`src/verilog/flag_bank_defs.vh`:
```
`ifndef FLAG_BANK_DEFS_VH
`define FLAG_BANK_DEFS_VH

// Register offsets on the register read port
`define CHG_FLAGS_1_OFFSET     8'h23
`define CHG_FLAGS_2_OFFSET     8'h24
`define CHG_FLAGS_3_OFFSET     8'h25
`define FAULT_FLAGS_0_OFFSET   8'h26

// Reset value shared by every flag register
`define FLAGS_RESET            8'h00

// Reset value of the settled port detection code
`define PORT_CODE_RESET        4'h0

// Bits that exist in each register; all others read zero
`define CHG_FLAGS_1_USED       8'h01
`define CHG_FLAGS_2_USED       8'h7F
`define CHG_FLAGS_3_USED       8'h1F
`define FAULT_FLAGS_0_USED     8'hFC

// Field positions, first charger flag register
`define PORT_DETECT_CHANGE_BIT 0

// Field positions, second charger flag register
`define DATA_LINE_DONE_BIT     6
`define ADC_DONE_BIT           5
`define MIN_SYSTEM_REG_BIT     4
`define FAST_CHARGE_TMR_BIT    3
`define TRICKLE_TMR_BIT        2
`define PRECHARGE_TMR_BIT      1
`define TOPOFF_TMR_BIT         0

// Field positions, third charger flag register
`define BATT_LOW_OTG_BIT       4
`define THERM_COLD_BIT         3
`define THERM_COOL_BIT         2
`define THERM_WARM_BIT         1
`define THERM_HOT_BIT          0

// Field positions, first fault flag register
`define BATT_CURRENT_REG_BIT   7
`define BUS_OVP_BIT            6
`define BATT_OVP_BIT           5
`define INPUT_OCP_BIT          4
`define BATT_OCP_BIT           3
`define CONV_OCP_BIT           2

// Width of the port detection result code
`define PORT_DETECT_W          4

`endif

```
`src/verilog/charger_event_flag_bank.v`:
```
`timescale 1ns/100ps
`default_nettype none
`include "flag_bank_defs.vh"

// Behaviour
// Port detect result change sets bit 0
// Data-line done flag zero until detection finishes
// Conversion done flag only in one-shot mode
// Min-system flag on loop entry and exit
// Fast-charge timer expiry rising edge sets flag
// Trickle timer expiry rising edge sets flag
// Pre-charge timer expiry rising edge sets flag
// Top-off timer expiry rising edge sets flag
// Battery too low for OTG sets flag
// Crossing cold threshold sets cold flag
// Crossing cool threshold sets cool flag
// Crossing warm threshold sets warm flag
// Crossing hot threshold sets hot flag
// Battery current regulation entry or exit flags
// Bus over-voltage entry sets flag
// Battery over-voltage entry sets flag
// Bus over-current entry sets flag
// Battery discharge over-current entry sets flag
// Converter over-current entry sets flag
// Flags read-only, zero at reset, reserved zero
// Interrupt pulse only when mask bit zero
// Reading a register clears its flags
module charger_event_flag_bank (
   // Clock and reset
   input  wire                      ref_clk,
   input  wire                      rst,
   // Register read port from the serial interface logic
   input  wire                      rd_en,
   input  wire [7:0]                rd_addr,
   output reg  [7:0]                rd_data_q,
   output reg                       rd_valid_q,
   // Mask registers kept by the interrupt section
   input  wire [7:0]                chg_mask_1,
   input  wire [7:0]                chg_mask_2,
   input  wire [7:0]                chg_mask_3,
   input  wire [7:0]                fault_mask_0,
   // Port detection and data-line detection
   input  wire [`PORT_DETECT_W-1:0] port_detect_result,
   input  wire                      data_line_detect_done,
   // Converter status
   input  wire                      adc_conv_done,
   input  wire                      adc_one_shot,
   // Regulation loops
   input  wire                      min_system_reg_active,
   input  wire                      battery_current_reg_active,
   // Safety timer expiry levels: fast, trickle, pre-charge, top-off
   input  wire [3:0]                timer_expired,
   // Battery and thermistor comparators: cold, cool, warm, hot
   input  wire                      battery_low_for_otg,
   input  wire [3:0]                thermistor_zone,
   // Protection levels: bus OVP, batt OVP, bus OCP, batt OCP, conv OCP
   input  wire [4:0]                protection_active,
   // Interrupt pulse toward the interrupt pin driver
   output reg                       int_pulse_q,
   // Flag registers for observation
   output reg  [7:0]                charger_event_flags_1_q,
   output reg  [7:0]                charger_event_flags_2_q,
   output reg  [7:0]                charger_event_flags_3_q,
   output reg  [7:0]                fault_event_flags_0_q
);

   // The synchroniser carries one lane per status bit; the bundle order
   // below fixes which lane feeds which flag
   // Number of asynchronous status bits entering the synchroniser
   localparam SYNC_W = 23;

   wire [SYNC_W-1:0] sync_raw;    // Raw status bundle
   wire [SYNC_W-1:0] sync_level;  // Synchronised levels
   wire [SYNC_W-1:0] sync_rise;   // Rising edges
   wire [SYNC_W-1:0] sync_fall;   // Falling edges

   // Every status below is a level from the analog or sequencing side and
   // may change at any time; none of it is read before two flops have
   // settled it. The mask inputs and the read port come from logic on
   // this clock and are used directly.
   // Bundle every analog status so one synchroniser serves them all
   assign sync_raw = {protection_active,           // 22:18
                      battery_current_reg_active,  // 17
                      thermistor_zone,             // 16:13
                      battery_low_for_otg,         // 12
                      timer_expired,               // 11:8
                      min_system_reg_active,       // 7
                      adc_one_shot,                // 6
                      adc_conv_done,               // 5
                      data_line_detect_done,       // 4
                      port_detect_result};         // 3:0

   // Edges are taken after the second stage, so a level that glitches for
   // less than a cycle may be missed; status levels must stand two cycles
   // Two-flop synchroniser and edge detector
   edge_sync #(
      .W (SYNC_W)
   ) u_sync (
      .ref_clk  (ref_clk),
      .rst      (rst),
      .async_in (sync_raw),
      .level    (sync_level),
      .rise     (sync_rise),
      .fall     (sync_fall)
   );

   reg [`PORT_DETECT_W-1:0] port_code_prev_q;   // Synchronised code one cycle ago
   reg [`PORT_DETECT_W-1:0] port_code_seen_q;   // Last code taken as settled
   wire                     port_code_steady;   // Code held still for a cycle
   wire                     port_code_change;   // Settled code differs from the last one

   // The code bits cross one by one, so a single change may land over two
   // cycles; the code is only taken once it held still for a cycle, which
   // keeps one change of the result to one event and one pulse
   assign port_code_steady = (sync_level[`PORT_DETECT_W-1:0] == port_code_prev_q);
   assign port_code_change = port_code_steady
                           & (sync_level[`PORT_DETECT_W-1:0] != port_code_seen_q);

   // Track the code and the last settled value
   always @(posedge ref_clk or posedge rst) begin
      if (rst) begin
         // Power-on code matches the reset state of the synchroniser
         port_code_prev_q <= `PORT_CODE_RESET;
         port_code_seen_q <= `PORT_CODE_RESET;
      end else begin
         port_code_prev_q <= sync_level[`PORT_DETECT_W-1:0];
         // Take the code only when it has settled
         if (port_code_steady) begin
            port_code_seen_q <= sync_level[`PORT_DETECT_W-1:0];
         end
      end
   end

   // Set requests, one vector per register
   reg [7:0] set_1;   // Events for the first charger flag register
   reg [7:0] set_2;   // Events for the second charger flag register
   reg [7:0] set_3;   // Events for the third charger flag register
   reg [7:0] set_0;   // Events for the first fault flag register

   // Each flag has its own sense of event: some fire on entry only, some on
   // entry and exit, and the thermistor flags on any crossing of their
   // threshold in either direction
   // Translate synchronised edges into flag set requests
   always @* begin
      set_1 = 8'h00;
      set_2 = 8'h00;
      set_3 = 8'h00;
      set_0 = 8'h00;
      // A settled change of the detection result code
      set_1[`PORT_DETECT_CHANGE_BIT] = port_code_change;
      // Detection has just finished
      set_2[`DATA_LINE_DONE_BIT]     = sync_rise[4];
      // Completion counts only in one-shot mode
      set_2[`ADC_DONE_BIT]           = sync_rise[5] & sync_level[6];
      // Both entry and exit of the minimum system loop
      set_2[`MIN_SYSTEM_REG_BIT]     = sync_rise[7] | sync_fall[7];
      // Timer expiry rising edges
      set_2[`FAST_CHARGE_TMR_BIT]    = sync_rise[11];
      set_2[`TRICKLE_TMR_BIT]        = sync_rise[10];
      set_2[`PRECHARGE_TMR_BIT]      = sync_rise[9];
      set_2[`TOPOFF_TMR_BIT]         = sync_rise[8];
      // Battery falls below the OTG enable threshold
      set_3[`BATT_LOW_OTG_BIT]       = sync_rise[12];
      // Thermistor crossing in either direction
      set_3[`THERM_COLD_BIT]         = sync_rise[16] | sync_fall[16];
      set_3[`THERM_COOL_BIT]         = sync_rise[15] | sync_fall[15];
      set_3[`THERM_WARM_BIT]         = sync_rise[14] | sync_fall[14];
      set_3[`THERM_HOT_BIT]          = sync_rise[13] | sync_fall[13];
      // Battery current loop entry or exit
      set_0[`BATT_CURRENT_REG_BIT]   = sync_rise[17] | sync_fall[17];
      // Protection entries
      set_0[`BUS_OVP_BIT]            = sync_rise[22];
      set_0[`BATT_OVP_BIT]           = sync_rise[21];
      set_0[`INPUT_OCP_BIT]          = sync_rise[20];
      set_0[`BATT_OCP_BIT]           = sync_rise[19];
      set_0[`CONV_OCP_BIT]           = sync_rise[18];
   end

   // An address outside the four flag registers decodes to nothing, so
   // such a read has no side effect and returns zero
   wire hit_1;   // Read of the first charger flag register
   wire hit_2;   // Read of the second charger flag register
   wire hit_3;   // Read of the third charger flag register
   wire hit_0;   // Read of the first fault flag register

   // Address decode of the read port
   assign hit_1 = rd_en & (rd_addr == `CHG_FLAGS_1_OFFSET);
   assign hit_2 = rd_en & (rd_addr == `CHG_FLAGS_2_OFFSET);
   assign hit_3 = rd_en & (rd_addr == `CHG_FLAGS_3_OFFSET);
   assign hit_0 = rd_en & (rd_addr == `FAULT_FLAGS_0_OFFSET);

   reg [7:0] clr_2;   // Clear mask of the second charger flag register

   // The data-line done flag is a status of the detector as much as an
   // event: it must read zero whenever the detector is idle or busy, so
   // the low level clears it as a read would
   // Read clears all; a detector that is idle or running also holds done low
   always @* begin
      clr_2 = {8{hit_2}};
      clr_2[`DATA_LINE_DONE_BIT] = hit_2 | ~sync_level[4];
   end

   // A flag that is set in the same cycle as its register is read stays
   // set, so an event can never fall between a read and its clear; the
   // host simply sees it again on the next read
   // Next flag value: set wins over a clear in the same cycle
   function [7:0] flag_next;
      input [7:0] cur;
      input [7:0] set;
      input [7:0] clr;
      input [7:0] used;
      begin
         flag_next = ((cur & ~clr) | set) & used;
      end
   endfunction

   // One next-state value per flag register
   wire [7:0] flags_1_d;   // Next first charger flags
   wire [7:0] flags_2_d;   // Next second charger flags
   wire [7:0] flags_3_d;   // Next third charger flags
   wire [7:0] flags_0_d;   // Next first fault flags

   assign flags_1_d = flag_next(charger_event_flags_1_q, set_1, {8{hit_1}},
                                `CHG_FLAGS_1_USED);
   assign flags_2_d = flag_next(charger_event_flags_2_q, set_2, clr_2,
                                `CHG_FLAGS_2_USED);
   assign flags_3_d = flag_next(charger_event_flags_3_q, set_3, {8{hit_3}},
                                `CHG_FLAGS_3_USED);
   assign flags_0_d = flag_next(fault_event_flags_0_q, set_0, {8{hit_0}},
                                `FAULT_FLAGS_0_USED);

   // Only events set bits, and only reads, the done level or the reset
   // clear them
   // Flag storage; the host has no write path into it
   always @(posedge ref_clk or posedge rst) begin
      if (rst) begin
         charger_event_flags_1_q <= `FLAGS_RESET;
         charger_event_flags_2_q <= `FLAGS_RESET;
         charger_event_flags_3_q <= `FLAGS_RESET;
         fault_event_flags_0_q   <= `FLAGS_RESET;
      end else begin
         charger_event_flags_1_q <= flags_1_d;
         charger_event_flags_2_q <= flags_2_d;
         charger_event_flags_3_q <= flags_3_d;
         fault_event_flags_0_q   <= flags_0_d;
      end
   end

   reg [7:0] rd_mux;   // Read data selected by address

   // The answer is taken from the flags as they stand when the request is
   // taken, so the clear on the same edge cannot hide an event
   // Return the value held before the clearing edge; unmapped reads zero
   always @* begin
      case (1'b1)
         hit_1:   rd_mux = charger_event_flags_1_q;
         hit_2:   rd_mux = charger_event_flags_2_q;
         hit_3:   rd_mux = charger_event_flags_3_q;
         hit_0:   rd_mux = fault_event_flags_0_q;
         default: rd_mux = 8'h00;
      endcase
   end

   // Data holds until the next request so a slow host may take it late;
   // the valid strobe stands for one cycle only
   // Read answer register, valid one cycle after the request
   always @(posedge ref_clk or posedge rst) begin
      if (rst) begin
         rd_data_q  <= 8'h00;
         rd_valid_q <= 1'b0;
      end else begin
         rd_valid_q <= rd_en;
         if (rd_en) begin
            rd_data_q <= rd_mux;
         end
      end
   end

   // Interrupt request from the set events
   wire int_req;   // Some unmasked event occurred this cycle

   // The pulse follows the set events, not the flags, so a second event
   // on a flag that is still standing gives a pulse of its own; reserved
   // bits are left out so that a stray mask value cannot matter
   // Only events whose mask bit is zero produce a pulse
   assign int_req = |(set_1 & ~chg_mask_1 & `CHG_FLAGS_1_USED)
                  | |(set_2 & ~chg_mask_2 & `CHG_FLAGS_2_USED)
                  | |(set_3 & ~chg_mask_3 & `CHG_FLAGS_3_USED)
                  | |(set_0 & ~fault_mask_0 & `FAULT_FLAGS_0_USED);

   // Registered so the pin driver sees a clean pulse without glitches
   // One-cycle interrupt pulse per event cycle
   always @(posedge ref_clk or posedge rst) begin
      if (rst) begin
         int_pulse_q <= 1'b0;
      end else begin
         int_pulse_q <= int_req;
      end
   end

endmodule // charger_event_flag_bank

`default_nettype wire

```
`src/verilog/edge_sync.v`:
```
`timescale 1ns/100ps
`default_nettype none

// Two-flop synchroniser per bit with edge detection after the second stage
module edge_sync #(
   parameter W = 23
) (
   // Clock and reset
   input  wire         ref_clk,
   input  wire         rst,
   // Asynchronous levels
   input  wire [W-1:0] async_in,
   // Synchronised level and one-cycle edge pulses
   output wire [W-1:0] level,
   output wire [W-1:0] rise,
   output wire [W-1:0] fall
);

   genvar i;

   // One synchroniser chain per input bit
   generate
      for (i = 0; i < W; i = i + 1) begin : g_bit
         reg meta_q;   // First stage, read only by the second
         reg sync_q;   // Second stage, safe to use
         reg prev_q;   // Delayed copy for edge detection

         // Shift the level through the chain
         always @(posedge ref_clk or posedge rst) begin
            if (rst) begin
               meta_q <= 1'b0;
               sync_q <= 1'b0;
               prev_q <= 1'b0;
            end else begin
               meta_q <= async_in[i];
               sync_q <= meta_q;
               prev_q <= sync_q;
            end
         end

         assign level[i] = sync_q;
         assign rise[i]  = sync_q & ~prev_q;
         assign fall[i]  = ~sync_q & prev_q;
      end
   endgenerate

endmodule // edge_sync

`default_nettype wire

```
`config.mk`:
```
export PLATFORM = sky130hd
export DESIGN_NAME = charger_event_flag_bank
export DESIGN_NICKNAME = d
export VERILOG_FILES = /design/src/verilog/charger_event_flag_bank.v /design/src/verilog/edge_sync.v
export VERILOG_INCLUDE_DIRS = /design/src /design/src/verilog
export SDC_FILE = /design/constraint.sdc
export NUM_CORES = 1
export LEC_CHECK = 0
export BUFFER_PORTS_ARGS = -buffer_cell sky130_fd_sc_hd__clkbuf_2
export CAP_MARGIN = 20
export CORE_ASPECT_RATIO = 1.25
export CORE_MARGIN = 2
export CORE_UTILIZATION = 59
export CTS_BUF_LIST = sky130_fd_sc_hd__clkbuf_8
export DETAILED_ROUTE_END_ITERATION = 8
export HOLD_SLACK_MARGIN = 0.02
export PLACE_DENSITY = 0.88
export SLEW_MARGIN = 20
export SYNTH_ARGS = -nofsm -noshare
export SYNTH_HDL_FRONTEND = slang
export SYNTH_HIERARCHICAL = 1
export SYNTH_SLANG_ARGS = --single-unit
```
`constraint.sdc`:
```
create_clock -name ref_clk -period 3.79 [get_ports ref_clk]
set_input_delay 0.1895 -clock ref_clk [delete_from_list [all_inputs] [get_ports ref_clk]]
set_output_delay 0.1895 -clock ref_clk [all_outputs]
set_load 0.005 [all_outputs]
```
* Word-level counts from Yosys, hierarchy flattened *
Cells that the tools add are included.

word-level totals
  output and inout bits = 42
  input bits = 66
  bits in registers = 101
  word-level logic and storage cells = 171

operators by class
  reduce and logical (&&, ||, !) cells = 3
  equality and inequality tests = 6
  muxes and demuxes = 4
  bitwise logic cells = 85

operator list
  operator                                                               count
  1-bit AND                                                              32
  8-bit by 6-bit equality test with 1-bit output, second input constant  4
  8-bit 2-to-1 mux                                                       4
  1-bit inverter                                                         27
  8-bit AND                                                              2
  8-bit inverter                                                         2
  7-bit AND                                                              2
  7-bit inverter                                                         2
  1-bit OR                                                               11
  5-bit AND                                                              2
  5-bit inverter                                                         2
  8-bit OR                                                               1
  7-bit OR                                                               1
  7-bit OR reduction                                                     1
  6-bit OR reduction                                                     1
  5-bit OR                                                               1
  5-bit OR reduction                                                     1
  4-bit equality test                                                    1
  4-bit != test                                                          1

* Depth between registers and ports, before layout *
Gate-level depths: netlist of the first run.

  word-level depth = 8
  mapped depth = 6

* By module *
The synthesis of the first run kept the hierarchy.

by module, submodules not included
  module                   cells an instance  area an instance (µm²)  seq. area each (µm²)  instances
  edge_sync                139                2306.0                  1726.7                1
  charger_event_flag_bank  179                1804.2                  925.9                 1

* Worst setup path before layout of the first run *
Ideal clock, no wire load.

  path kind = input to register
  from = in rd_addr[3]
  to = reg rd_data_q[2]
  arrival = 1578 ps
  path slack = 2147 ps
  cell stages on the path = 5
  data required time = 3725 ps
  cells stage by stage = or4b_4 -> or4_1 -> buf_2 -> nor2_1 -> o221a_2

on the way
  word-level cells in the longest chain between the ends = 6

ends and longest elaborated chain
  element                                                   line                           source
  from (decl)                                               charger_event_flag_bank.v:34   input wire [7:0] rd_addr,
  8-bit by 6-bit equality test with 1-bit output (no line)  --
  1-bit AND                                                 charger_event_flag_bank.v:190  assign hit_0 = rd_en & (rd_addr == `FAULT_FLAGS_0_OFFSET);
  8-bit 2-to-1 mux (3 in a row)                             charger_event_flag_bank.v:255  case (1'b1)
  8-bit 2-to-1 mux (*)                                      charger_event_flag_bank.v:255
  to (signal assigned)                                      charger_event_flag_bank.v:274  rd_data_q <= rd_mux;
  to (decl)                                                 charger_event_flag_bank.v:35   output reg [7:0] rd_data_q,

Mark *: on every way between the ends. The rest lies on a longest branch, timed or not.
A chain may end at the register's enable or synchronous reset.

* Worst setup path after layout of the first run *
  from = in rd_addr[6]
  to = reg charger_event_flags_2_q[4]

on the way
  word-level cells in the longest chain between the ends = 5

ends and longest elaborated chain
  element                                                   line                           source
  8-bit by 6-bit equality test with 1-bit output (no line)  --
  1-bit AND                                                 charger_event_flag_bank.v:188  assign hit_2 = rd_en & (rd_addr == `CHG_FLAGS_2_OFFSET);
  7-bit inverter                                            charger_event_flag_bank.v:213  flag_next = ((cur & ~clr) | set) & used;
  7-bit AND                                                 charger_event_flag_bank.v:213
  7-bit OR                                                  charger_event_flag_bank.v:213
  named net flags_2_d[4]                                    charger_event_flag_bank.v:219  wire [7:0] flags_2_d;
  to (signal assigned)                                      charger_event_flag_bank.v:238  charger_event_flags_2_q <= `FLAGS_RESET;
  to (signal assigned)                                      charger_event_flag_bank.v:243  charger_event_flags_2_q <= flags_2_d;
  to (decl)                                                 charger_event_flag_bank.v:62   output reg [7:0] charger_event_flags_2_q,

The timed path passes the listed nets, and every way through them passes these cells.

==> results of run 1 <==
==> per-layer routing <==
layer  wire [um]  vias to the layer above
li1            -                     1114
met1        2700                     1156
met2        3850                       86
met3         311                       19
met4         248                        0
met5           0                        -
==> where the power goes <==
part / internal, W / total, W / switching, W
sequential: 0.00114 / 0.00117 / 0.0000303
combinational: 0.0000903 / 0.000171 / 0.0000809
clock: 0.000239 / 0.000593 / 0.000354
==> worst paths after layout <==
| check | slack, ns | cells past startpoint | start | to |
|---|---|---|---|---|
| worst min register to register | 0.35 | 0 | u_sync/g_bit[11].meta_q$_DFF_PP0_ | u_sync/g_bit[11].sync_q$_DFF_PP0_ |
| worst min-delay path | 0.12 | 1 | rd_en | rd_valid_q$_DFF_PP0_ |
| worst max-delay path | 2.19 | 5 | rd_addr[6] | charger_event_flags_2_q[4]$_DFF_PP0_ |
| min in group asynchronous | 0.42 | 3 | rst | u_sync/g_bit[0].meta_q$_DFF_PP0_ |
| worst max register to register | 2.29 | 4 | u_sync/g_bit[3].sync_q$_DFF_PP0_ | int_pulse_q$_DFF_PP0_ |
| max in group asynchronous | 2.50 | 4 | rst | u_sync/g_bit[13].sync_q$_DFF_PP0_ |
==> layout by cell type (no fill, tap or decap), drive strengths merged, types with 3 or more instances in the layout <==
| cell type | n |
|---|---|
| dfrtp | 101 |
| and2b | 24 |
| a211o | 5 |
| a21o | 6 |
| o211ai | 3 |
| nor2 | 17 |
| o21ai | 14 |
| dlygate4sd3 | 24 |
| nor4 | 4 |
| o221a | 3 |
| clkbuf | 90 |
| mux2 | 4 |
| inv | 23 |
| nand3 | 4 |
| o22ai | 7 |
| conb | 13 |
| nand2 | 11 |
| xnor2 | 4 |
| clkinvlp | 4 |
| xor2 | 4 |
==> final cells by class <==
cell class / count / area (sq um) / share of cell area
Sequential cell: 101 / 2530 / 0.562
Multi-Input combinational cell: 142 / 948 / 0.211
Timing Repair Buffer: 107 / 661 / 0.147
Clock buffer: 9 / 124 / 0.0275
Tap cell: 85 / 106 / 0.0236
Inverter: 21 / 78.8 / 0.0175
Clock inverter: 7 / 51.3 / 0.0114
Antenna cell: 1 / 2.50 / 0.000556
==> sequential cells by signal (all words and copies together) (netlist names) <==
register and flops:
u_sync/g_bit.sync_q 23, u_sync/g_bit.meta_q 23, port_code_seen_q 4, charger_event_flags_3_q 5, int_pulse_q 1, charger_event_flags_1_q 1
u_sync/g_bit.prev_q 18, rd_valid_q 1, fault_event_flags_0_q 6, port_code_prev_q 4, rd_data_q 8, charger_event_flags_2_q 7
==> per-stage QoR <==
step / hold WS [ns] / util / total power, W / instance area (sq um) / instances
after floorplan: 0.221 / - / 0.00129 / 3710 / 286
after global placement: 0.264 / 0.671 / 0.00133 / 4080 / 432
after detailed placement: 0.269 / 0.671 / 0.00134 / 4080 / 432
after CTS: 0.105 / 0.739 / 0.00194 / 4500 / 472
after global routing: 0.140 / 0.739 / 0.00201 / 4500 / 473
final: 0.119 / 0.739 / 0.00193 / 4500 / 473
==> flow_metrics.py, run 1 <==
metrics = {
    "status": {
        "outcome": "completed",
    },
    "grt": {
        "grt_pass1_wl_um": 11500,
        "grt.total_usage": 0.229,
        "grt-ovfl-total": 0,
        "gr-usage-met3": 0.0308,
        "use_met1": 0.286,
        "antenna_found_initial": 1,
        "first_global_vias": 2422,
        "met2_usage": 0.375,
        "grt_max_degree": 38,
        "busiest_layer": "met2",
    },
    "clocking": {
        "cts.clk_slew.worst_paths_ns": 0.09,
        "cts_tree": "done",
        "root_buffer": "clkbuf_8",
        "cts_setup_buffers": 0,
        "h-tree-depth": 3,
        "numCtsBuffers": 9,
        "cts_max_path_buffers": 2,
        "cts_resized": 0,
        "clk_latency_ns": 0.36,
        "clkSinkCount": 101,
        "ctsHoldBuffers": 24,
    },
    "detailed_routing": {
        "finalWirelength_um": 7120,
        "drt_iter0_markers": 117,
        "wl_per_cell_um": 15.0,
        "via_count": 2375,
        "avgViaCountPerCell": 5.02,
        "dr.pass1.iters": 4,
        "drtAntennaViolNets": 0,
        "drc_errors": 0,
    },
    "setup_path": {
        "path_max_fanout": 8,
        "crit_path_end_kind": "flop",
        "path_buf_inv": 1,
        "crit_chain": "clkbuf_2 > or4b_1 > nor4_2 > nand2_1 > a211o_1",
        "path_delay_family": "simple AND/OR/NAND/NOR gates",
        "cpMaxStageDelayCell": "or4b_1",
        "required_ns": 4.03,
        "cpPeakStageDelay_ns": 0.53,
        "critical_path_class": "in -> reg",
        "cp-start-kind": "primary input",
        "arrival_ns": 1.84,
    },
    "power": {
        "p_leak_nw": 2.13,
        "max-vdd-ir-drop_v": 0.000317,
        "cellPowerDensity_nw_per_um2": 429,
    },
    "timing": {
        "slew_headroom": 0.493,
        "setup-tns-final_ns": 0,
        "hold_viol_final": 0,
        "setup_ws_ns": 2.19,
        "setup_viol": 0,
        "period_share": 0.422,
        "worst_clock_skew_ns": 0.0124,
        "fin_crit_ns": 1.60,
        "fmax_ghz": 0.625,
        "slew_viol_final": 0,
        "rsz0062_at_grt": "false",
        "worstMarginPinSlew_ns": 0.755,
    },
    "placed_design": {
        "place_congestion": 0.923,
        "hpwl_um": 5040,
        "pre_cts_slack_ns": 1.83,
        "io_buffers": 81,
    },
    "die": {
        "fp.dieH_um": 92.1,
        "dieArea_sq_um": 6860,
        "start_util": 0.602,
        "core.rowCount": 32,
        "ios": 108,
        "die_w_um": 74.5,
        "core-area_sq_um": 6090,
    },
    "layout": {
        "area_delta_synth_final_pct": 22.8,
        "drive_above_1_share": 0.346,
        "final_nets": 448,
        "fill_cells": 419,
    },
    "worst_hold_path": {
        "hold_path_class": "in -> reg",
    },
    "synthesis": {
        "avgSynthCellArea_sq_um": 13.4,
        "yosysWarnings": 6,
        "synthCells": 274,
        "netlist_area_sq_um": 3660,
    },
    "flow_run": {
        "max_cap_violations": 0,
    },
}
No activity file was read; power rests on OpenSTA's default activity.
==> inputs of run 2 (changes only) <==
CORE_UTILIZATION = 54   (was 59)
PLACE_DENSITY = 0.81   (was 0.88)
clock period = 1.5 ns   (was 3.79 ns; I/O delays follow)
==> flow_metrics.py, run 2 (same netlist as run 1, synthesis figures left out) <==
metrics = {
    "setup_path": {
        "r2r-start": "u_sync/g_bit[15].sync_q$_DFF_PP0_",
        "required_ns": 1.71,
        "arrival_ns": 1.76,
        "critical_path_class": "reg -> reg",
        "cp-start-kind": "flop",
        "crit_path_end_kind": "flop",
        "path_max_fanout": 3,
        "r2r_slack_ns": -0.05,
        "rr_endpoint": "int_pulse_q$_DFF_PP0_",
        "crit_path_start": "u_sync/g_bit[15].sync_q$_DFF_PP0_",
        "r2r_cells": 6,
    },
    "grt": {
        "grt_pass1_wl_um": 11800,
        "grt.total_usage": 0.210,
        "grt_max_degree": 57,
        "gr-usage-met3": 0.0319,
        "antenna_found_initial": 0,
        "met2_usage": 0.354,
        "use_met1": 0.252,
        "first_global_vias": 2591,
        "busiest_layer": "met2",
        "grt-ovfl-total": 0,
    },
    "placed_design": {
        "io_buffers": 81,
        "place_congestion": 0.957,
        "hpwl_um": 5220,
        "place_area_sq_um": 4190,
    },
    "power": {
        "cellPowerDensity_nw_per_um2": 1130,
        "p_leak_nw": 2.25,
        "max-vdd-ir-drop_v": 0.000740,
    },
    "detailed_routing": {
        "drc_errors": 0,
        "avgViaCountPerCell": 5.04,
        "drt_iter0_markers": 142,
        "finalWirelength_um": 7150,
        "drtAntennaViolNets": 0,
        "dr.pass1.iters": 4,
        "via_count": 2459,
        "wl_per_cell_um": 14.7,
    },
    "clocking": {
        "cts_tree": "done",
        "cts_max_path_buffers": 2,
        "h-tree-depth": 3,
        "root_buffer": "clkbuf_8",
        "clk_latency_ns": 0.35,
        "numCtsBuffers": 9,
        "cts.clk_slew.worst_paths_ns": 0.09,
        "clkSinkCount": 101,
    },
    "die": {
        "ios": 108,
        "core.rowCount": 33,
        "core-area_sq_um": 6570,
        "fp.dieH_um": 96.1,
        "start_util": 0.558,
        "die_w_um": 77.7,
        "dieArea_sq_um": 7470,
    },
    "timing": {
        "fmax_ghz": 0.645,
        "setup_viol": 1,
        "fin_crit_ns": 1.55,
        "slew_viol_final": 0,
        "period_share": 1.03,
        "worst_clock_skew_ns": 0.00944,
        "setup_ws_ns": -0.0503,
        "setup-tns-final_ns": -0.0503,
        "hold_viol_final": 0,
        "rsz0062_at_grt": "true",
    },
    "status": {
        "outcome": "finished with violations",
        "failed_checks": "setup timing",
    },
    "layout": {
        "area_delta_synth_final_pct": 28.7,
        "final_common_cell": "dfrtp_1",
        "final_area_sq_um": 4720,
        "fill_cells": 443,
        "antenna_cells": 0,
        "seqCellArea_sq_um": 2530,
        "drive_above_1_share": 0.392,
        "largest_registers": "u_sync/g_bit.meta_q: 23 flops, u_sync/g_bit.sync_q: 23 flops, u_sync/g_bit.prev_q: 18 flops",
        "multiInputGateArea_sq_um": 985,
        "layout_common_cells": "dfrtp_1, clkbuf_2, dlygate4sd3_1, and2b_2, inv_1",
        "final_nets": 462,
    },
    "worst_hold_path": {
        "hold_end": "rd_valid_q$_DFF_PP0_",
        "hold_start": "rd_en",
        "hold_path_class": "in -> reg",
        "whs_path_depth": 2,
    },
    "flow_run": {
        "max_cap_violations": 0,
    },
}
[run 2: cell types whose count changed in the layout (fill, tap and decap cells not counted), sizes merged]
cell / change
inv: -3
clkinvlp: -3
buf: +14
diode: -1
bufinv: +2
clkinv: +2
clkbuf: +2
[run 2: power breakdown]
group          total [W]  internal [W]  switching (W)  leakage [nW]
Sequential       0.00295       0.00287      0.0000752          1.14
Combinational   0.000474      0.000259       0.000215         0.991
Clock            0.00190       0.00103       0.000863         0.120
Total            0.00532       0.00416        0.00115          2.25
[run 2: worst max-delay path by stage]
stage	endpoint	slack, ns	cells after the start
2_1_floorplan	rd_data_q[2]$_DFFE_PP0P_	-0.03	5
3_3_place_gp	rd_data_q[4]$_DFFE_PP0P_	-0.19	5
3_5_place_dp	charger_event_flags_2_q[0]$_DFF_PP0_	-0.24	6
4_1_cts	int_pulse_q$_DFF_PP0_	-0.05	6
5_1_grt	int_pulse_q$_DFF_PP0_	-0.15	6
6_report	int_pulse_q$_DFF_PP0_	-0.05	6
[run 2: layout make-up]
class                      instances  share of cell area
timing repair buffer             121               0.165
clock buffer                      11              0.0321
inverter                          21              0.0175
multi-input combinational        142               0.209
clock inverter                     5              0.0175
sequential                       101               0.536
tap                               87              0.0231
[run 2: what timing repair did]
item / in CTS / in global routing
buffers inserted: 1 / 1
endpoints found under the setup margin: 1 / 3
hold endpoints to repair: 124 / 0
cloned: 0 / 0
pin swaps: 1 / 2
hold buffers: 24 / 0
resized for setup: 5 / 4
[run 2: stage by stage]
step	hold WS (ns)	setup slack [ns]	util	std cells	total power [W]
floorplan	0.106	-0.0284	-	286	0.00326
global placement	0.0117	-0.188	0.638	446	0.00339
detailed placement	0.0175	-0.244	0.638	446	0.00341
CTS	0.0307	-0.0538	0.715	487	0.00537
global route	0.0426	-0.146	0.718	488	0.00556
finish	0.0515	-0.0503	0.718	488	0.00532
[run 2: per-layer routing]
metal / share of wire / wire length (um) / vias to the layer above
met4: 0.039 / 278 / 0
met2: 0.53 / 3790 / 96
li1: - / - / 1133
met1: 0.39 / 2800 / 1205
met3: 0.040 / 284 / 25
met5: 0 / 0 / -
[run 2: worst max-delay path: stages, from the launching register on]
cell,delay [ns]
dfrtp_1,0.37
and2b_2,0.24
nor2_2,0.11
o22ai_2,0.10
nor4_2,0.33
buf_4,0.16
nand4b_1,0.09
